**src/design/cfa_defs.vh**
```
// Constants for the condition flags and addressing block.
// How it works
// - Sixteen-bit program counter holds next fetch address.
// - Reset vector picked by cause and mode.
// - Eight-bit flag register: five flags, masks, stop.
// - Push, pull, index-add, transfers other than TAP leave flags alone.
// - Carry from carry/borrow, errors, shifts through it.
// - Overflow set on overflow, else cleared.
// - Zero set on zero result, else cleared.
// - Compare subtracts, updates flags, stores nothing.
// - Index increment/decrement touch only zero flag.
// - Negative flag copies result top bit.
// - Interrupt mask holds maskable requests; reset sets.
// - Interrupt entry sets mask after stacking.
// - Half carry from bit three on eight-bit adds.
// - Pin mask set by reset and non-maskable entry.
// - Pin mask cleared only by software restore.
// - Stop disabled acts as no operation.
// - Words stored high byte first, unaligned.
// - Eight-bit opcodes, prebyte selects map page.
// - Instruction is one to four bytes.
// - Immediate operand width matches, address follows opcode.
// - Direct mode high address byte is zero.
// - Indexed adds unsigned byte to index.
// - Taken branch adds signed byte to counter.
`ifndef CFA_DEFS_VH
`define CFA_DEFS_VH
// ==========================================================
// Flag register bit positions.
`define CFA_B_S 7
`define CFA_B_X 6
`define CFA_B_H 5
`define CFA_B_I 4
`define CFA_B_N 3
`define CFA_B_Z 2
`define CFA_B_V 1
`define CFA_B_C 0
`define CFA_CCR_RST 8'hD0
// ==========================================================
// Reset vectors.
`define CFA_VEC_HI_NORM 8'hFF
`define CFA_VEC_HI_BOOT 8'hBF
`define CFA_VEC_LO_POR  8'hFE
`define CFA_VEC_LO_CLKM 8'hFC
`define CFA_VEC_LO_WDOG 8'hFA
`define CFA_CAUSE_CLKM  2'h1
`define CFA_CAUSE_WDOG  2'h2
// ==========================================================
// Prebytes and pages.
`define CFA_PRE_P1 8'h18
`define CFA_PRE_P2 8'h1A
`define CFA_PRE_P3 8'hCD
`define CFA_PG_0   2'h0
`define CFA_PG_1   2'h1
`define CFA_PG_2   2'h2
`define CFA_PG_3   2'h3
`define CFA_OP_BSR 8'h8D
`define CFA_HI_REL 4'h2
// ==========================================================
// Addressing modes.
`define CFA_M_IMM 3'h0
`define CFA_M_DIR 3'h1
`define CFA_M_EXT 3'h2
`define CFA_M_IDX 3'h3
`define CFA_M_INH 3'h4
`define CFA_M_REL 3'h5
// ==========================================================
// Executor commands.
`define CFA_C_NONE 4'h0
`define CFA_C_ALU  4'h1
`define CFA_C_INX  4'h2
`define CFA_C_DEX  4'h3
`define CFA_C_INY  4'h4
`define CFA_C_DEY  4'h5
`define CFA_C_ABX  4'h6
`define CFA_C_ABY  4'h7
`define CFA_C_TAP  4'h8
`define CFA_C_RTI  4'h9
`define CFA_C_BRA  4'hA
`define CFA_C_JMP  4'hB
`define CFA_C_SEI  4'hC
`define CFA_C_CLI  4'hD
`define CFA_C_STOP 4'hE
`define CFA_C_INTR 4'hF
// ==========================================================
// Arithmetic operations.
`define CFA_A_ADD 4'h0
`define CFA_A_ADC 4'h1
`define CFA_A_SUB 4'h2
`define CFA_A_SBC 4'h3
`define CFA_A_CMP 4'h4
`define CFA_A_AND 4'h5
`define CFA_A_OR  4'h6
`define CFA_A_EOR 4'h7
`define CFA_A_LD  4'h8
`define CFA_A_ASL 4'h9
`define CFA_A_LSR 4'hA
`define CFA_A_ROL 4'hB
`define CFA_A_ROR 4'hC
`define CFA_A_ERR 4'hD
`define CFA_A_ASR 4'hE
`endif

```
**src/design/cfa_flag_alu.v**
```verilog
// Arithmetic unit producing result and condition flags.
`timescale 1ns/1ps
`default_nettype none
`include "cfa_defs.vh"
module cfa_flag_alu (
   // Operation.
   input  wire [3:0]  i_op,
   input  wire        i_wide,
   input  wire [15:0] i_a,
   input  wire [15:0] i_b,
   input  wire        i_cin,
   // Result.
   output reg  [15:0] o_result,
   output reg  [4:0]  o_flags,
   output reg  [4:0]  o_mask,
   output reg         o_store
);
   // ==========================================================
   // Flags are ordered H N Z V C.
   reg  [16:0] ext;
   reg  [15:0] r;
   reg         c;
   reg         v;
   reg         h;
   reg         sa;
   reg         sb;
   reg         sr;
   wire [15:0] msk = i_wide ? 16'hFFFF : 16'h00FF;
   wire [15:0] a   = i_a & msk;
   wire [15:0] b   = i_b & msk;
   wire        am  = i_wide ? a[15] : a[7];
   wire        bm  = i_wide ? b[15] : b[7];
   always @* begin
      ext = 17'h0_0000;
      r = 16'h0000;
      c = i_cin;
      v = 1'b0;
      h = 1'b0;
      o_mask = 5'h0E;
      o_store = 1'b1;
      case (i_op)
         `CFA_A_ADD, `CFA_A_ADC: begin
            ext = {1'b0, a} + {1'b0, b} + {16'h0000, (i_op == `CFA_A_ADC) & i_cin};
            r = ext[15:0];
            c = i_wide ? ext[16] : ext[8];
            h = ext[4] ^ a[4] ^ b[4];
            o_mask = i_wide ? 5'h0F : 5'h1F;
         end
         `CFA_A_SUB, `CFA_A_SBC, `CFA_A_CMP: begin
            ext = {1'b0, a} - {1'b0, b} - {16'h0000, (i_op == `CFA_A_SBC) & i_cin};
            r = ext[15:0];
            c = i_wide ? ext[16] : ext[8];
            o_mask = 5'h0F;
            o_store = (i_op != `CFA_A_CMP);
         end
         `CFA_A_AND: r = a & b;
         `CFA_A_OR:  r = a | b;
         `CFA_A_EOR: r = a ^ b;
         `CFA_A_LD:  r = b;
         `CFA_A_ASL, `CFA_A_ROL: begin
            r = {a[14:0], (i_op == `CFA_A_ROL) & i_cin};
            c = am;
            o_mask = 5'h0F;
         end
         `CFA_A_LSR, `CFA_A_ROR, `CFA_A_ASR: begin
            r = a >> 1;
            if (i_op != `CFA_A_LSR) begin
               if (i_wide)
                  r[15] = (i_op == `CFA_A_ROR) ? i_cin : a[15];
               else
                  r[7] = (i_op == `CFA_A_ROR) ? i_cin : a[7];
            end
            c = a[0];
            o_mask = 5'h0F;
         end
         `CFA_A_ERR: begin
            c = b[0];
            o_mask = 5'h01;
            o_store = 1'b0;
         end
         default: o_mask = 5'h00;
      endcase
      r = r & msk;
      sa = am;
      sb = bm;
      sr = i_wide ? r[15] : r[7];
      if (i_op == `CFA_A_ADD || i_op == `CFA_A_ADC)
         v = (sa == sb) && (sr != sa);
      else if (i_op == `CFA_A_SUB || i_op == `CFA_A_SBC || i_op == `CFA_A_CMP)
         v = (sa != sb) && (sr != sa);
      else if (i_op >= `CFA_A_ASL && i_op != `CFA_A_ERR)
         v = sr ^ c;
      o_result = r;
      o_flags = {h, sr, (r == 16'h0000), v, c};
   end
endmodule
`default_nettype wire

```
**src/design/cfa_core.v**
```verilog
// Program counter, condition flags and instruction address former.
`timescale 1ns/1ps
`default_nettype none
`include "cfa_defs.vh"
module cfa_core (
   // Clock and reset.
   input  wire        i_clk,
   input  wire        i_rst,
   // Reset cause and operating mode.
   input  wire [1:0]  i_rst_cause,
   input  wire        i_boot_mode,
   // Memory read port.
   output wire [15:0] o_mem_addr,
   output wire        o_mem_rd,
   input  wire        i_mem_valid,
   input  wire [7:0]  i_mem_data,
   // Decoded instruction.
   output wire        o_instr_valid,
   output reg  [1:0]  o_page,
   output reg  [7:0]  o_opcode,
   output reg  [2:0]  o_mode,
   output reg  [15:0] o_ea,
   output reg  [15:0] o_operand,
   output reg  [2:0]  o_instr_len,
   // Executor command.
   input  wire        i_exec_valid,
   input  wire [3:0]  i_exec_cmd,
   input  wire [3:0]  i_exec_aluop,
   input  wire        i_exec_wide,
   input  wire [15:0] i_exec_opa,
   input  wire [15:0] i_exec_opb,
   input  wire [7:0]  i_exec_ccr,
   input  wire [15:0] i_exec_data,
   input  wire        i_exec_taken,
   input  wire        i_exec_nmi,
   // Results.
   output reg  [15:0] o_result,
   output reg         o_result_valid,
   output reg         o_stop_enter,
   // Interrupt requests.
   input  wire        i_irq_req,
   input  wire        i_pin_nonmaskable_interrupt_req,
   output wire        o_irq_pending,
   output wire        o_pin_nonmaskable_interrupt_pending,
   // Register views.
   output wire [15:0] o_pc,
   output wire [7:0]  o_ccr,
   output wire [15:0] o_x,
   output wire [15:0] o_y
);
   // ==========================================================
   // States.
   localparam ST_RESET = 3'h0;
   localparam ST_VHI   = 3'h1;
   localparam ST_VLO   = 3'h2;
   localparam ST_OPC   = 3'h3;
   localparam ST_OPND  = 3'h4;
   localparam ST_EXEC  = 3'h5;

   reg  [2:0]  state_reg;
   reg  [15:0] pc_reg;
   reg  [7:0]  ccr_reg;
   reg  [15:0] x_reg;
   reg  [15:0] y_reg;
   reg  [15:0] vec_reg;
   reg  [1:0]  need_reg;
   reg  [7:0]  lo_vec;
   reg  [2:0]  mode_next;
   reg  [1:0]  need_next;
   reg  [15:0] idx_val;
   reg  [7:0]  ccr_load;
   wire [15:0] alu_res;
   wire [4:0]  alu_flags;
   wire [4:0]  alu_mask;
   wire        alu_store;
   wire        take     = i_mem_valid & o_mem_rd;
   wire [3:0]  hi_nib   = i_mem_data[7:4];
   wire [3:0]  lo_nib   = i_mem_data[3:0];
   wire [15:0] pc_inc   = pc_reg + 16'h0001;
   wire [15:0] full     = {o_operand[7:0], i_mem_data};
   wire        is_pre   = (i_mem_data == `CFA_PRE_P1) || (i_mem_data == `CFA_PRE_P2) ||
                          (i_mem_data == `CFA_PRE_P3);
   wire [15:0] x_inc    = x_reg + 16'h0001;
   wire [15:0] x_dec    = x_reg - 16'h0001;
   wire [15:0] y_inc    = y_reg + 16'h0001;
   wire [15:0] y_dec    = y_reg - 16'h0001;

   assign o_mem_rd       = (state_reg == ST_VHI) || (state_reg == ST_VLO) ||
                           (state_reg == ST_OPC) || (state_reg == ST_OPND);
   assign o_mem_addr     = (state_reg == ST_VHI || state_reg == ST_VLO) ? vec_reg : pc_reg;
   assign o_instr_valid  = (state_reg == ST_EXEC);
   assign o_irq_pending  = i_irq_req & ~ccr_reg[`CFA_B_I];
   assign o_pin_nonmaskable_interrupt_pending = i_pin_nonmaskable_interrupt_req & ~ccr_reg[`CFA_B_X];
   assign o_pc           = pc_reg;
   assign o_ccr          = ccr_reg;
   assign o_x            = x_reg;
   assign o_y            = y_reg;

   // ==========================================================
   // Arithmetic flag unit.
   cfa_flag_alu u_alu (
      .i_op     (i_exec_aluop),
      .i_wide   (i_exec_wide),
      .i_a      (i_exec_opa),
      .i_b      (i_exec_opb),
      .i_cin    (ccr_reg[`CFA_B_C]),
      .o_result (alu_res),
      .o_flags  (alu_flags),
      .o_mask   (alu_mask),
      .o_store  (alu_store)
   );

   // ==========================================================
   // Opcode classification.
   always @* begin
      if (i_mem_data == `CFA_OP_BSR || hi_nib == `CFA_HI_REL)
         mode_next = `CFA_M_REL;
      else if (i_mem_data[7]) begin
         case (i_mem_data[5:4])
            2'h0:    mode_next = `CFA_M_IMM;
            2'h1:    mode_next = `CFA_M_DIR;
            2'h2:    mode_next = `CFA_M_IDX;
            default: mode_next = `CFA_M_EXT;
         endcase
      end else
         mode_next = `CFA_M_INH;
      case (mode_next)
         `CFA_M_IMM: need_next = (lo_nib == 4'h3 || lo_nib == 4'hC || lo_nib == 4'hE) ? 2'h2 : 2'h1;
         `CFA_M_EXT: need_next = 2'h2;
         `CFA_M_INH: need_next = 2'h0;
         default:    need_next = 2'h1;
      endcase
   end

   // ==========================================================
   // Index choice and reset vector choice.
   always @* begin
      idx_val = (o_page == `CFA_PG_1 || o_page == `CFA_PG_3) ? y_reg : x_reg;
      if (i_rst_cause == `CFA_CAUSE_CLKM)
         lo_vec = `CFA_VEC_LO_CLKM;
      else if (i_rst_cause == `CFA_CAUSE_WDOG)
         lo_vec = `CFA_VEC_LO_WDOG;
      else
         lo_vec = `CFA_VEC_LO_POR;
   end

   // ==========================================================
   // Flag load for transfers and returns.
   always @* begin
      ccr_load = {i_exec_ccr[`CFA_B_S], ccr_reg[`CFA_B_X] & i_exec_ccr[`CFA_B_X],
                  i_exec_ccr[5:0]};
   end

   // ==========================================================
   // Sequencer and register updates.
   always @(posedge i_clk) begin
      o_result_valid <= 1'b0;
      o_stop_enter <= 1'b0;
      if (i_rst) begin
         state_reg <= ST_RESET;
         pc_reg <= 16'h0000;
         ccr_reg <= `CFA_CCR_RST;
         x_reg <= 16'h0000;
         y_reg <= 16'h0000;
         vec_reg <= 16'h0000;
         need_reg <= 2'h0;
         o_page <= `CFA_PG_0;
         o_opcode <= 8'h00;
         o_mode <= `CFA_M_INH;
         o_ea <= 16'h0000;
         o_operand <= 16'h0000;
         o_instr_len <= 3'h0;
         o_result <= 16'h0000;
      end else begin
         case (state_reg)
            ST_RESET: begin
               vec_reg <= {i_boot_mode ? `CFA_VEC_HI_BOOT : `CFA_VEC_HI_NORM, lo_vec};
               state_reg <= ST_VHI;
            end
            ST_VHI: if (take) begin
               pc_reg[15:8] <= i_mem_data;
               vec_reg <= vec_reg + 16'h0001;
               state_reg <= ST_VLO;
            end
            ST_VLO: if (take) begin
               pc_reg[7:0] <= i_mem_data;
               o_page <= `CFA_PG_0;
               o_instr_len <= 3'h0;
               state_reg <= ST_OPC;
            end
            ST_OPC: if (take) begin
               pc_reg <= pc_inc;
               o_instr_len <= o_instr_len + 3'h1;
               if (is_pre && o_page == `CFA_PG_0) begin
                  if (i_mem_data == `CFA_PRE_P1)
                     o_page <= `CFA_PG_1;
                  else if (i_mem_data == `CFA_PRE_P2)
                     o_page <= `CFA_PG_2;
                  else
                     o_page <= `CFA_PG_3;
               end else begin
                  o_opcode <= i_mem_data;
                  o_mode <= mode_next;
                  o_ea <= pc_inc;
                  o_operand <= 16'h0000;
                  need_reg <= need_next;
                  state_reg <= (need_next == 2'h0) ? ST_EXEC : ST_OPND;
               end
            end
            ST_OPND: if (take) begin
               pc_reg <= pc_inc;
               o_instr_len <= o_instr_len + 3'h1;
               o_operand <= full;
               need_reg <= need_reg - 2'h1;
               if (need_reg == 2'h1) begin
                  state_reg <= ST_EXEC;
                  case (o_mode)
                     `CFA_M_DIR: o_ea <= {8'h00, i_mem_data};
                     `CFA_M_IDX: o_ea <= idx_val + {8'h00, i_mem_data};
                     `CFA_M_EXT: o_ea <= full;
                     `CFA_M_REL: o_ea <= pc_inc + {{8{i_mem_data[7]}}, i_mem_data};
                     default:    o_ea <= o_ea;
                  endcase
               end
            end
            ST_EXEC: if (i_exec_valid) begin
               state_reg <= ST_OPC;
               o_page <= `CFA_PG_0;
               o_instr_len <= 3'h0;
               case (i_exec_cmd)
                  `CFA_C_ALU: begin
                     if (alu_mask[4])
                        ccr_reg[`CFA_B_H] <= alu_flags[4];
                     if (alu_mask[3])
                        ccr_reg[`CFA_B_N] <= alu_flags[3];
                     if (alu_mask[2])
                        ccr_reg[`CFA_B_Z] <= alu_flags[2];
                     if (alu_mask[1])
                        ccr_reg[`CFA_B_V] <= alu_flags[1];
                     if (alu_mask[0])
                        ccr_reg[`CFA_B_C] <= alu_flags[0];
                     if (alu_store) begin
                        o_result <= alu_res;
                        o_result_valid <= 1'b1;
                     end
                  end
                  `CFA_C_INX: begin
                     x_reg <= x_inc;
                     ccr_reg[`CFA_B_Z] <= (x_inc == 16'h0000);
                  end
                  `CFA_C_DEX: begin
                     x_reg <= x_dec;
                     ccr_reg[`CFA_B_Z] <= (x_dec == 16'h0000);
                  end
                  `CFA_C_INY: begin
                     y_reg <= y_inc;
                     ccr_reg[`CFA_B_Z] <= (y_inc == 16'h0000);
                  end
                  `CFA_C_DEY: begin
                     y_reg <= y_dec;
                     ccr_reg[`CFA_B_Z] <= (y_dec == 16'h0000);
                  end
                  `CFA_C_ABX: begin
                     x_reg <= x_reg + {8'h00, i_exec_opb[7:0]};
                  end
                  `CFA_C_ABY: begin
                     y_reg <= y_reg + {8'h00, i_exec_opb[7:0]};
                  end
                  `CFA_C_TAP: begin
                     ccr_reg <= ccr_load;
                  end
                  `CFA_C_RTI: begin
                     ccr_reg <= ccr_load;
                     pc_reg <= i_exec_data;
                  end
                  `CFA_C_BRA: if (i_exec_taken)
                     pc_reg <= o_ea;
                  `CFA_C_JMP: begin
                     pc_reg <= i_exec_data;
                  end
                  `CFA_C_SEI: begin
                     ccr_reg[`CFA_B_I] <= 1'b1;
                  end
                  `CFA_C_CLI: begin
                     ccr_reg[`CFA_B_I] <= 1'b0;
                  end
                  `CFA_C_STOP: o_stop_enter <= ~ccr_reg[`CFA_B_S];
                  `CFA_C_INTR: begin
                     ccr_reg[`CFA_B_I] <= 1'b1;
                     if (i_exec_nmi)
                        ccr_reg[`CFA_B_X] <= 1'b1;
                     vec_reg <= i_exec_data;
                     state_reg <= ST_VHI;
                  end
                  default: ccr_reg <= ccr_reg;
               endcase
            end
            default: state_reg <= ST_RESET;
         endcase
      end
   end
endmodule
`default_nettype wire

```
**config.mk**
```make
export PLATFORM = sky130hd
export DESIGN_NAME = cfa_core
export DESIGN_NICKNAME = d
export VERILOG_FILES = /design/src/design/cfa_flag_alu.v /design/src/design/cfa_core.v
export VERILOG_INCLUDE_DIRS = /design/src /design/src/design
export SDC_FILE = /design/constraint.sdc
export NUM_CORES = 1
export LEC_CHECK = 0
export BUFFER_PORTS_ARGS = -buffer_cell sky130_fd_sc_hd__buf_2
export CAP_MARGIN = 20
export CELL_PAD_IN_SITES_DETAIL_PLACEMENT = 0
export CELL_PAD_IN_SITES_GLOBAL_PLACEMENT = 2
export CORE_ASPECT_RATIO = 0.9
export CORE_MARGIN = 2
export CORE_UTILIZATION = 36
export DETAILED_ROUTE_END_ITERATION = 10
export HOLD_SLACK_MARGIN = 0.05
export PLACE_DENSITY_LB_ADDON = 0.1
export SYNTH_ARGS = -nofsm -noshare
export SYNTH_HDL_FRONTEND = slang
export SYNTH_SLANG_ARGS = --single-unit
```
**constraint.sdc**
```tcl
create_clock -name i_clk -period 11.85 [get_ports i_clk]
set_input_delay 1.185 -clock i_clk [delete_from_list [all_inputs] [get_ports i_clk]]
set_output_delay 1.185 -clock i_clk [all_outputs]
set_load 0.01 [all_outputs]
```
# Word-level counts from Yosys, hierarchy flattened
# Cells that the tools add are included.
word_totals:
  inputBits: 84
  ff_bits: 143
  out_inout_bits: 142
op_classes:
  addsub: 16
  bitwise: 24
  muxes: 92
  n_eq_ne: 80
  n_reduce_logical: 70
  order_cmp: 1
ops:
  columns: ["operator", "n"]
  rows:
  - ["$mux 16", 16]
  - ["$pmux 16 s3", 3]
  - ["$pmux 16 s8", 1]
  - ["$pmux 16 s2", 3]
  - ["$logic_not 16->1", 5]
  - ["$eq 4x4->1 const B", 17]
  - ["$add 16x1->16 const B", 4]
  - ["$and 16x16->16", 4]
  - ["$pmux 16 s4", 1]
  - ["$add 16x8->16", 3]
  - ["$pmux 8 s3", 2]
  - ["$mux 3", 14]
  - ["$reduce_and 4->1", 10]
  - ["$eq 4x3->1 const B", 8]
  - ["$sub 16x1->16 const B", 2]
  - ["$eq 4x2->1 const B", 6]
  - ["$mux 1", 24]
  - ["$ne 2x2->1 const B", 11]
  - ["$reduce_bool 3->1", 7]
  - ["$mux 2", 10]
  - ["$pmux 5 s4", 1]
  - ["$pmux 2 s3", 3]
  - ["$pmux 3 s6", 1]
  - ["$reduce_and 6->1", 3]
  - ["other kinds (52)", 124]

# Depth between registers and ports, before layout
logic_depth:
  word_depth: 14
  ltp_mapped: 17
  depth_no_buf: 14

# Hierarchy
# Synthesis repeated with hierarchy kept, for this count alone.
hier_totals:
  hier_cells: 2216
  area_unflattened_um2: 15731.3
by_module_without_submodules:
  columns: ["mod", "area_per_inst_um2", "cells_per_inst", "instances", "seq_area_each_um2"]
  rows:
  - ["cfa_core", 12268.0, 1703, 1, 2862.7]
  - ["cfa_flag_alu", 3463.3, 513, 1, 0.0]

# Least setup slack after synthesis
# No wires, ideal clock.
synth_timing:
  path_kind: "input -> register"
  from: "in i_exec_wide"
  to: "reg ccr_reg[2], in the netlist o_ccr[2]"
  path_slack_ns: 7.259
  t_arrival_ns: 4.532
  stages: 17
  path_cell_list: "clkbuf_1 buf_1 buf_1 nand2_1 inv_1 ha_1 inv_1 ha_1 a21o_1 a21o_1 a21oi_1 o21ai_0 a31oi_1 mux2i_1 o21ai_0 a2111oi_0 a31o_1"
synth_between:
  elab_chain_cells: 10
  elab_cells_between_ends: 20
  classes_between: "add/sub (4); mux (9); bitwise (6); reduce/logical (1)"
synth_lines:
  columns: ["item", "line_no", "source"]
  rows:
  - ["from (decl)", "cfa_core.v:29", "input wire i_exec_wide,"]
  - ["branches (longest 6 deep; another with $sub 16x16->17)", null, null]
  - ["$and 16x16->16 *", "cfa_flag_alu.v:83", "r = r & msk;"]
  - ["$logic_not 16->1 *", "cfa_flag_alu.v:94", "o_flags = {h, sr, (r == 16'h0000), v, c};"]
  - ["$mux 1 *", "cfa_core.v:236", "if (alu_mask[2])"]
  - ["$pmux 1 s6 *", "cfa_core.v:230", "case (i_exec_cmd)"]
  - ["to (signal, indexed assignment)", "cfa_core.v:233", "ccr_reg[`CFA_B_H] <= alu_flags[4];"]
  - ["to (signal, indexed assignment)", "cfa_core.v:235", "ccr_reg[`CFA_B_N] <= alu_flags[3];"]
  - ["to (signal, indexed assignment)", "cfa_core.v:237", "ccr_reg[`CFA_B_Z] <= alu_flags[2];"]
  - ["to (decl)", "cfa_core.v:62", "reg [7:0] ccr_reg;"]
# Mark *: on every way between the ends. The select of a mux whose other input is x is not followed.
# A chain may end at the register's enable or synchronous reset.

# Worst setup path in the final report
layout_timing:
  from: "in i_exec_aluop[0]"
  to: "reg ccr_reg[2], in the netlist o_ccr[2]"
layout_between:
  elab_chain_cells: 9
  elab_cells_between_ends: 41
  classes_between: "add/sub (2); eq/ne (16); mux (10); bitwise (4); reduce/logical (9)"
layout_lines:
  columns: ["item", "line_no", "source"]
  rows:
  - ["from (decl)", "cfa_core.v:28", "input wire [3:0] i_exec_aluop,"]
  - ["branches (longest 9 deep; another with $sub 17x1->17)", null, null]
# Parallel ways; which one is timed is not known. The select of a mux whose other input is x is not followed.

==> reports/summary.txt <==
I/O pin count -> 226
CP Cell Sequence -> buf_2 -> nor2b_1 -> nand3_1 -> fa_1 -> fa_1 -> o211ai_1 -> a211oi_1 -> o21ai_0 -> a21oi_1 -> a221oi_1 -> or4_1 -> o211ai_1 -> a2111oi_0 -> a31o_1
Yosys cell types -> 81
WP data required -> 12250 ps
Synthesized cell area -> 15000 µm²
First-pass GRT wire length -> 97700 µm
CP max stage cell -> a221oi_1
Met1 GRT Util -> 43.8%
TritonCTS clock tree -> built
Number of CTS-inserted buffers -> 17
Min Tclk post-route -> 5040 ps
CTS resizes -> 0
Worst setup EP type -> flip-flop
Fillers -> 4333
Leak pwr -> 7.24 nW
Commonest cells after routing, fill and taps aside -> nand2_1 (228), buf_2 (224), a21oi_1 (198)
Clk_skew -> 10.3 ps
Initial DRC Count -> 1797
Worst Hold Launch -> o_opcode[3]$_SDFFE_PP0P_
Max stage delay on crit path -> 530 ps
Flop and latch count out of synthesis -> 143
Hold Path Class -> reg -> reg
Fin area -> 17100 µm²
Hold Vio Cnt, Final -> 0
Placed Area -> 16400 µm²
Synth warn -> 0
DR DRC count -> 0
DR vias/cell -> 6.05
RR Startpoint -> o_ccr[0]$_SDFFE_PP0P_
Max VDD drop -> 0.0901 mV
Post-synthesis sequential area ratio -> 19.1%
Grt met3 use -> 6.21%
Average routed wire per standard cell -> 23.3 µm
CTS Root Cell -> clkbuf_16
H-tree levels -> 4
Port Buffer Count -> 225
Worst-Skew Late Latency -> 460 ps
Mean Syn Cell Area -> 7.07 µm²
Post-synth EDFFs -> 0
DP HPWL -> 49500 µm
Detailed Routing Iterations Pass 1 -> 5
Core box area -> 40900 µm²
WP data arrival -> 5450 ps
Via count -> 16900
Number of global-route vias before repair -> 15600
Layout area overhead -> 13.9%
Final net count -> 2452
Commonest non-fill, non-tap cell in the layout -> nand2_1
Antenna violations before repair -> 3
CTS clk-pin slew, worst paths -> 60 ps
Die height -> 198 µm
Setup_tns -> 0 ps
Die area -> 43400 µm²
Placer Congestion -> 0.899
Die W -> 219 µm
Period utilisation layout -> 42.5%
Tot GR Track Use -> 29.6%
Busiest layer in global routing -> met1
RSZ-0062 raised after global routing -> no
Slew @ Worst Pin -> 1100 ps
Min-Delay Endpoint -> o_opcode[3]$_SDFFE_PP0P_
Largest net degree at the start of global routing -> 77
Cells after Synth -> 2124
GRT Residual Overflow -> 0
Clock sink total -> 143
R2R setup slack -> 7590 ps
Met2 Use GR -> 41.8%
PwrDens -> 131 nW/µm²
Final Setup Violations -> 0
Detail Route Antenna Nets -> 0
WL final -> 65200 µm
Max clock buf depth -> 2
Worst setup path class -> in -> reg
Initial Util -> 36.7%
Fraction of layout cells with a size suffix above 1 -> 14.5%
Placement Rows -> 70
Crit path max fanout -> 36
Startpoint Class -> input port
Final Max Tran Viols -> 0
Asr flop ratio synth -> 0%
Maximum clock frequency -> 0.198 GHz
Hold_buf cts -> 0
Setup Fix Bufs, Post-CTS -> 0
Outcome -> finished clean
Max-slew headroom -> 26.6%
Net Count, Synth -> 2333
Worst reg2reg path depth -> 13
Hold Path Stages -> 2
Synth Flop Type -> dfxtp_1
Max Cap Viol -> 0
R2R Path End -> o_ccr[2]$_SDFFE_PP0P_
[area by class of cell]
cell class	instances	area, µm²	area share (%)
flip-flops and latches	143	2860	16.7
inverters	101	379	2.22
clock buffers	18	439	2.57
repair buffers	246	1290	7.56
clock inverters	14	228	1.33
multi-input cells	1734	11200	65.6
diodes	3	7.51	0.0439
well taps	540	676	3.95
[where the power goes]
part | internal [mW] | total (mW) | switching (mW)
Combinational | 0.357 | 0.971 | 0.614
Clock | 0.383 | 0.641 | 0.258
Sequential | 0.537 | 0.637 | 0.0996
Total | 1.28 | 2.25 | 0.971
[cells by family (layout without fill, tap and decap cells)]
kind of cell	Yosys count	after routing	synth area share (%)
mux	68	68	4.69
flops	143	143	19.1
fa+ha+maj	125	125	10.8
compound gates	684	684	29.0
other cells	0	3	0
simple gates	759	759	24.3
buf+inv	247	379	6.41
xor+xnor	98	98	5.71
[synthesized netlist by cell type, types with 10 or more instances]
library cell	number	area (µm²)
nand2_1	228	856
a21oi_1	200	1000
nor2_1	174	653
o21ai_0	163	816
dfxtp_1	143	2860
clkbuf_1	120	450
ha_1	117	1460
inv_1	99	372
nand3_1	88	440
nor3_1	65	325
xnor2_1	62	543
mux2i_1	49	490
a211oi_1	39	293
xor2_1	36	315
and3_1	31	194
a221oi_1	29	254
nand4_1	28	175
o22ai_1	27	169
o211ai_1	24	180
a31oi_1	23	144
nor2b_1	23	144
a22oi_1	22	165
mux2_2	19	214
and2_1	18	113
a21o_1	17	128
nand2b_1	17	106
nor4_1	17	106
o31ai_1	15	113
or3_1	15	93.8
o21a_1	13	97.6
o21bai_1	13	97.6
a311oi_1	12	105
a221o_1	11	110
buf_1	11	41.3
buf_2	10	50.1
o221ai_1	10	87.6
or2_2	10	62.6
[metal layers]
layer / vias up / routed length, µm / share of wire, %
met4: 2 / 1980 / 3.0
met5: - / 11 / 0.017
met2: 679 / 26700 / 41
met1: 8135 / 31400 / 48
li1: 8045 / - / -
met3: 85 / 5040 / 7.7
[through the flow]
step | hold slack [ps] | utilization, % | setup WS (ps) | power, mW | std cells
6_report | 455 | 41.8 | 6810 | 2.25 | 2799
3_5_place_dp | 446 | 40.2 | 6540 | 1.60 | 2763
4_1_cts | 457 | 41.8 | 7030 | 2.24 | 2795
3_3_place_gp | 441 | 40.1 | 6550 | 1.59 | 2762
2_1_floorplan | 461 | - | 7260 | 1.27 | 2124
5_1_grt | 468 | 41.8 | 6570 | 2.38 | 2798
[how the worst max path moves through the flow]
stage	from	to	slack, ps	cells past startpoint
2_1_floorplan	i_exec_wide	o_ccr[2]$_SDFFE_PP0P_	7260	17
3_3_place_gp	i_exec_aluop[0]	o_ccr[2]$_SDFFE_PP0P_	6550	14
3_5_place_dp	i_exec_aluop[0]	o_ccr[2]$_SDFFE_PP0P_	6540	14
4_1_cts	i_exec_aluop[0]	o_ccr[2]$_SDFFE_PP0P_	7030	14
5_1_grt	i_exec_aluop[0]	o_ccr[2]$_SDFFE_PP0P_	6570	14
6_report	i_exec_aluop[0]	o_ccr[2]$_SDFFE_PP0P_	6810	14
[critical path, delay by kind of cell]
family	cells	cell delay, ps
AOI/OAI and AO/OA	8	2170
and+or+nand+nor	3	700
adders and majority gates	2	900
buffers and inverters	1	500
Power figures use the tool's default switching activity.
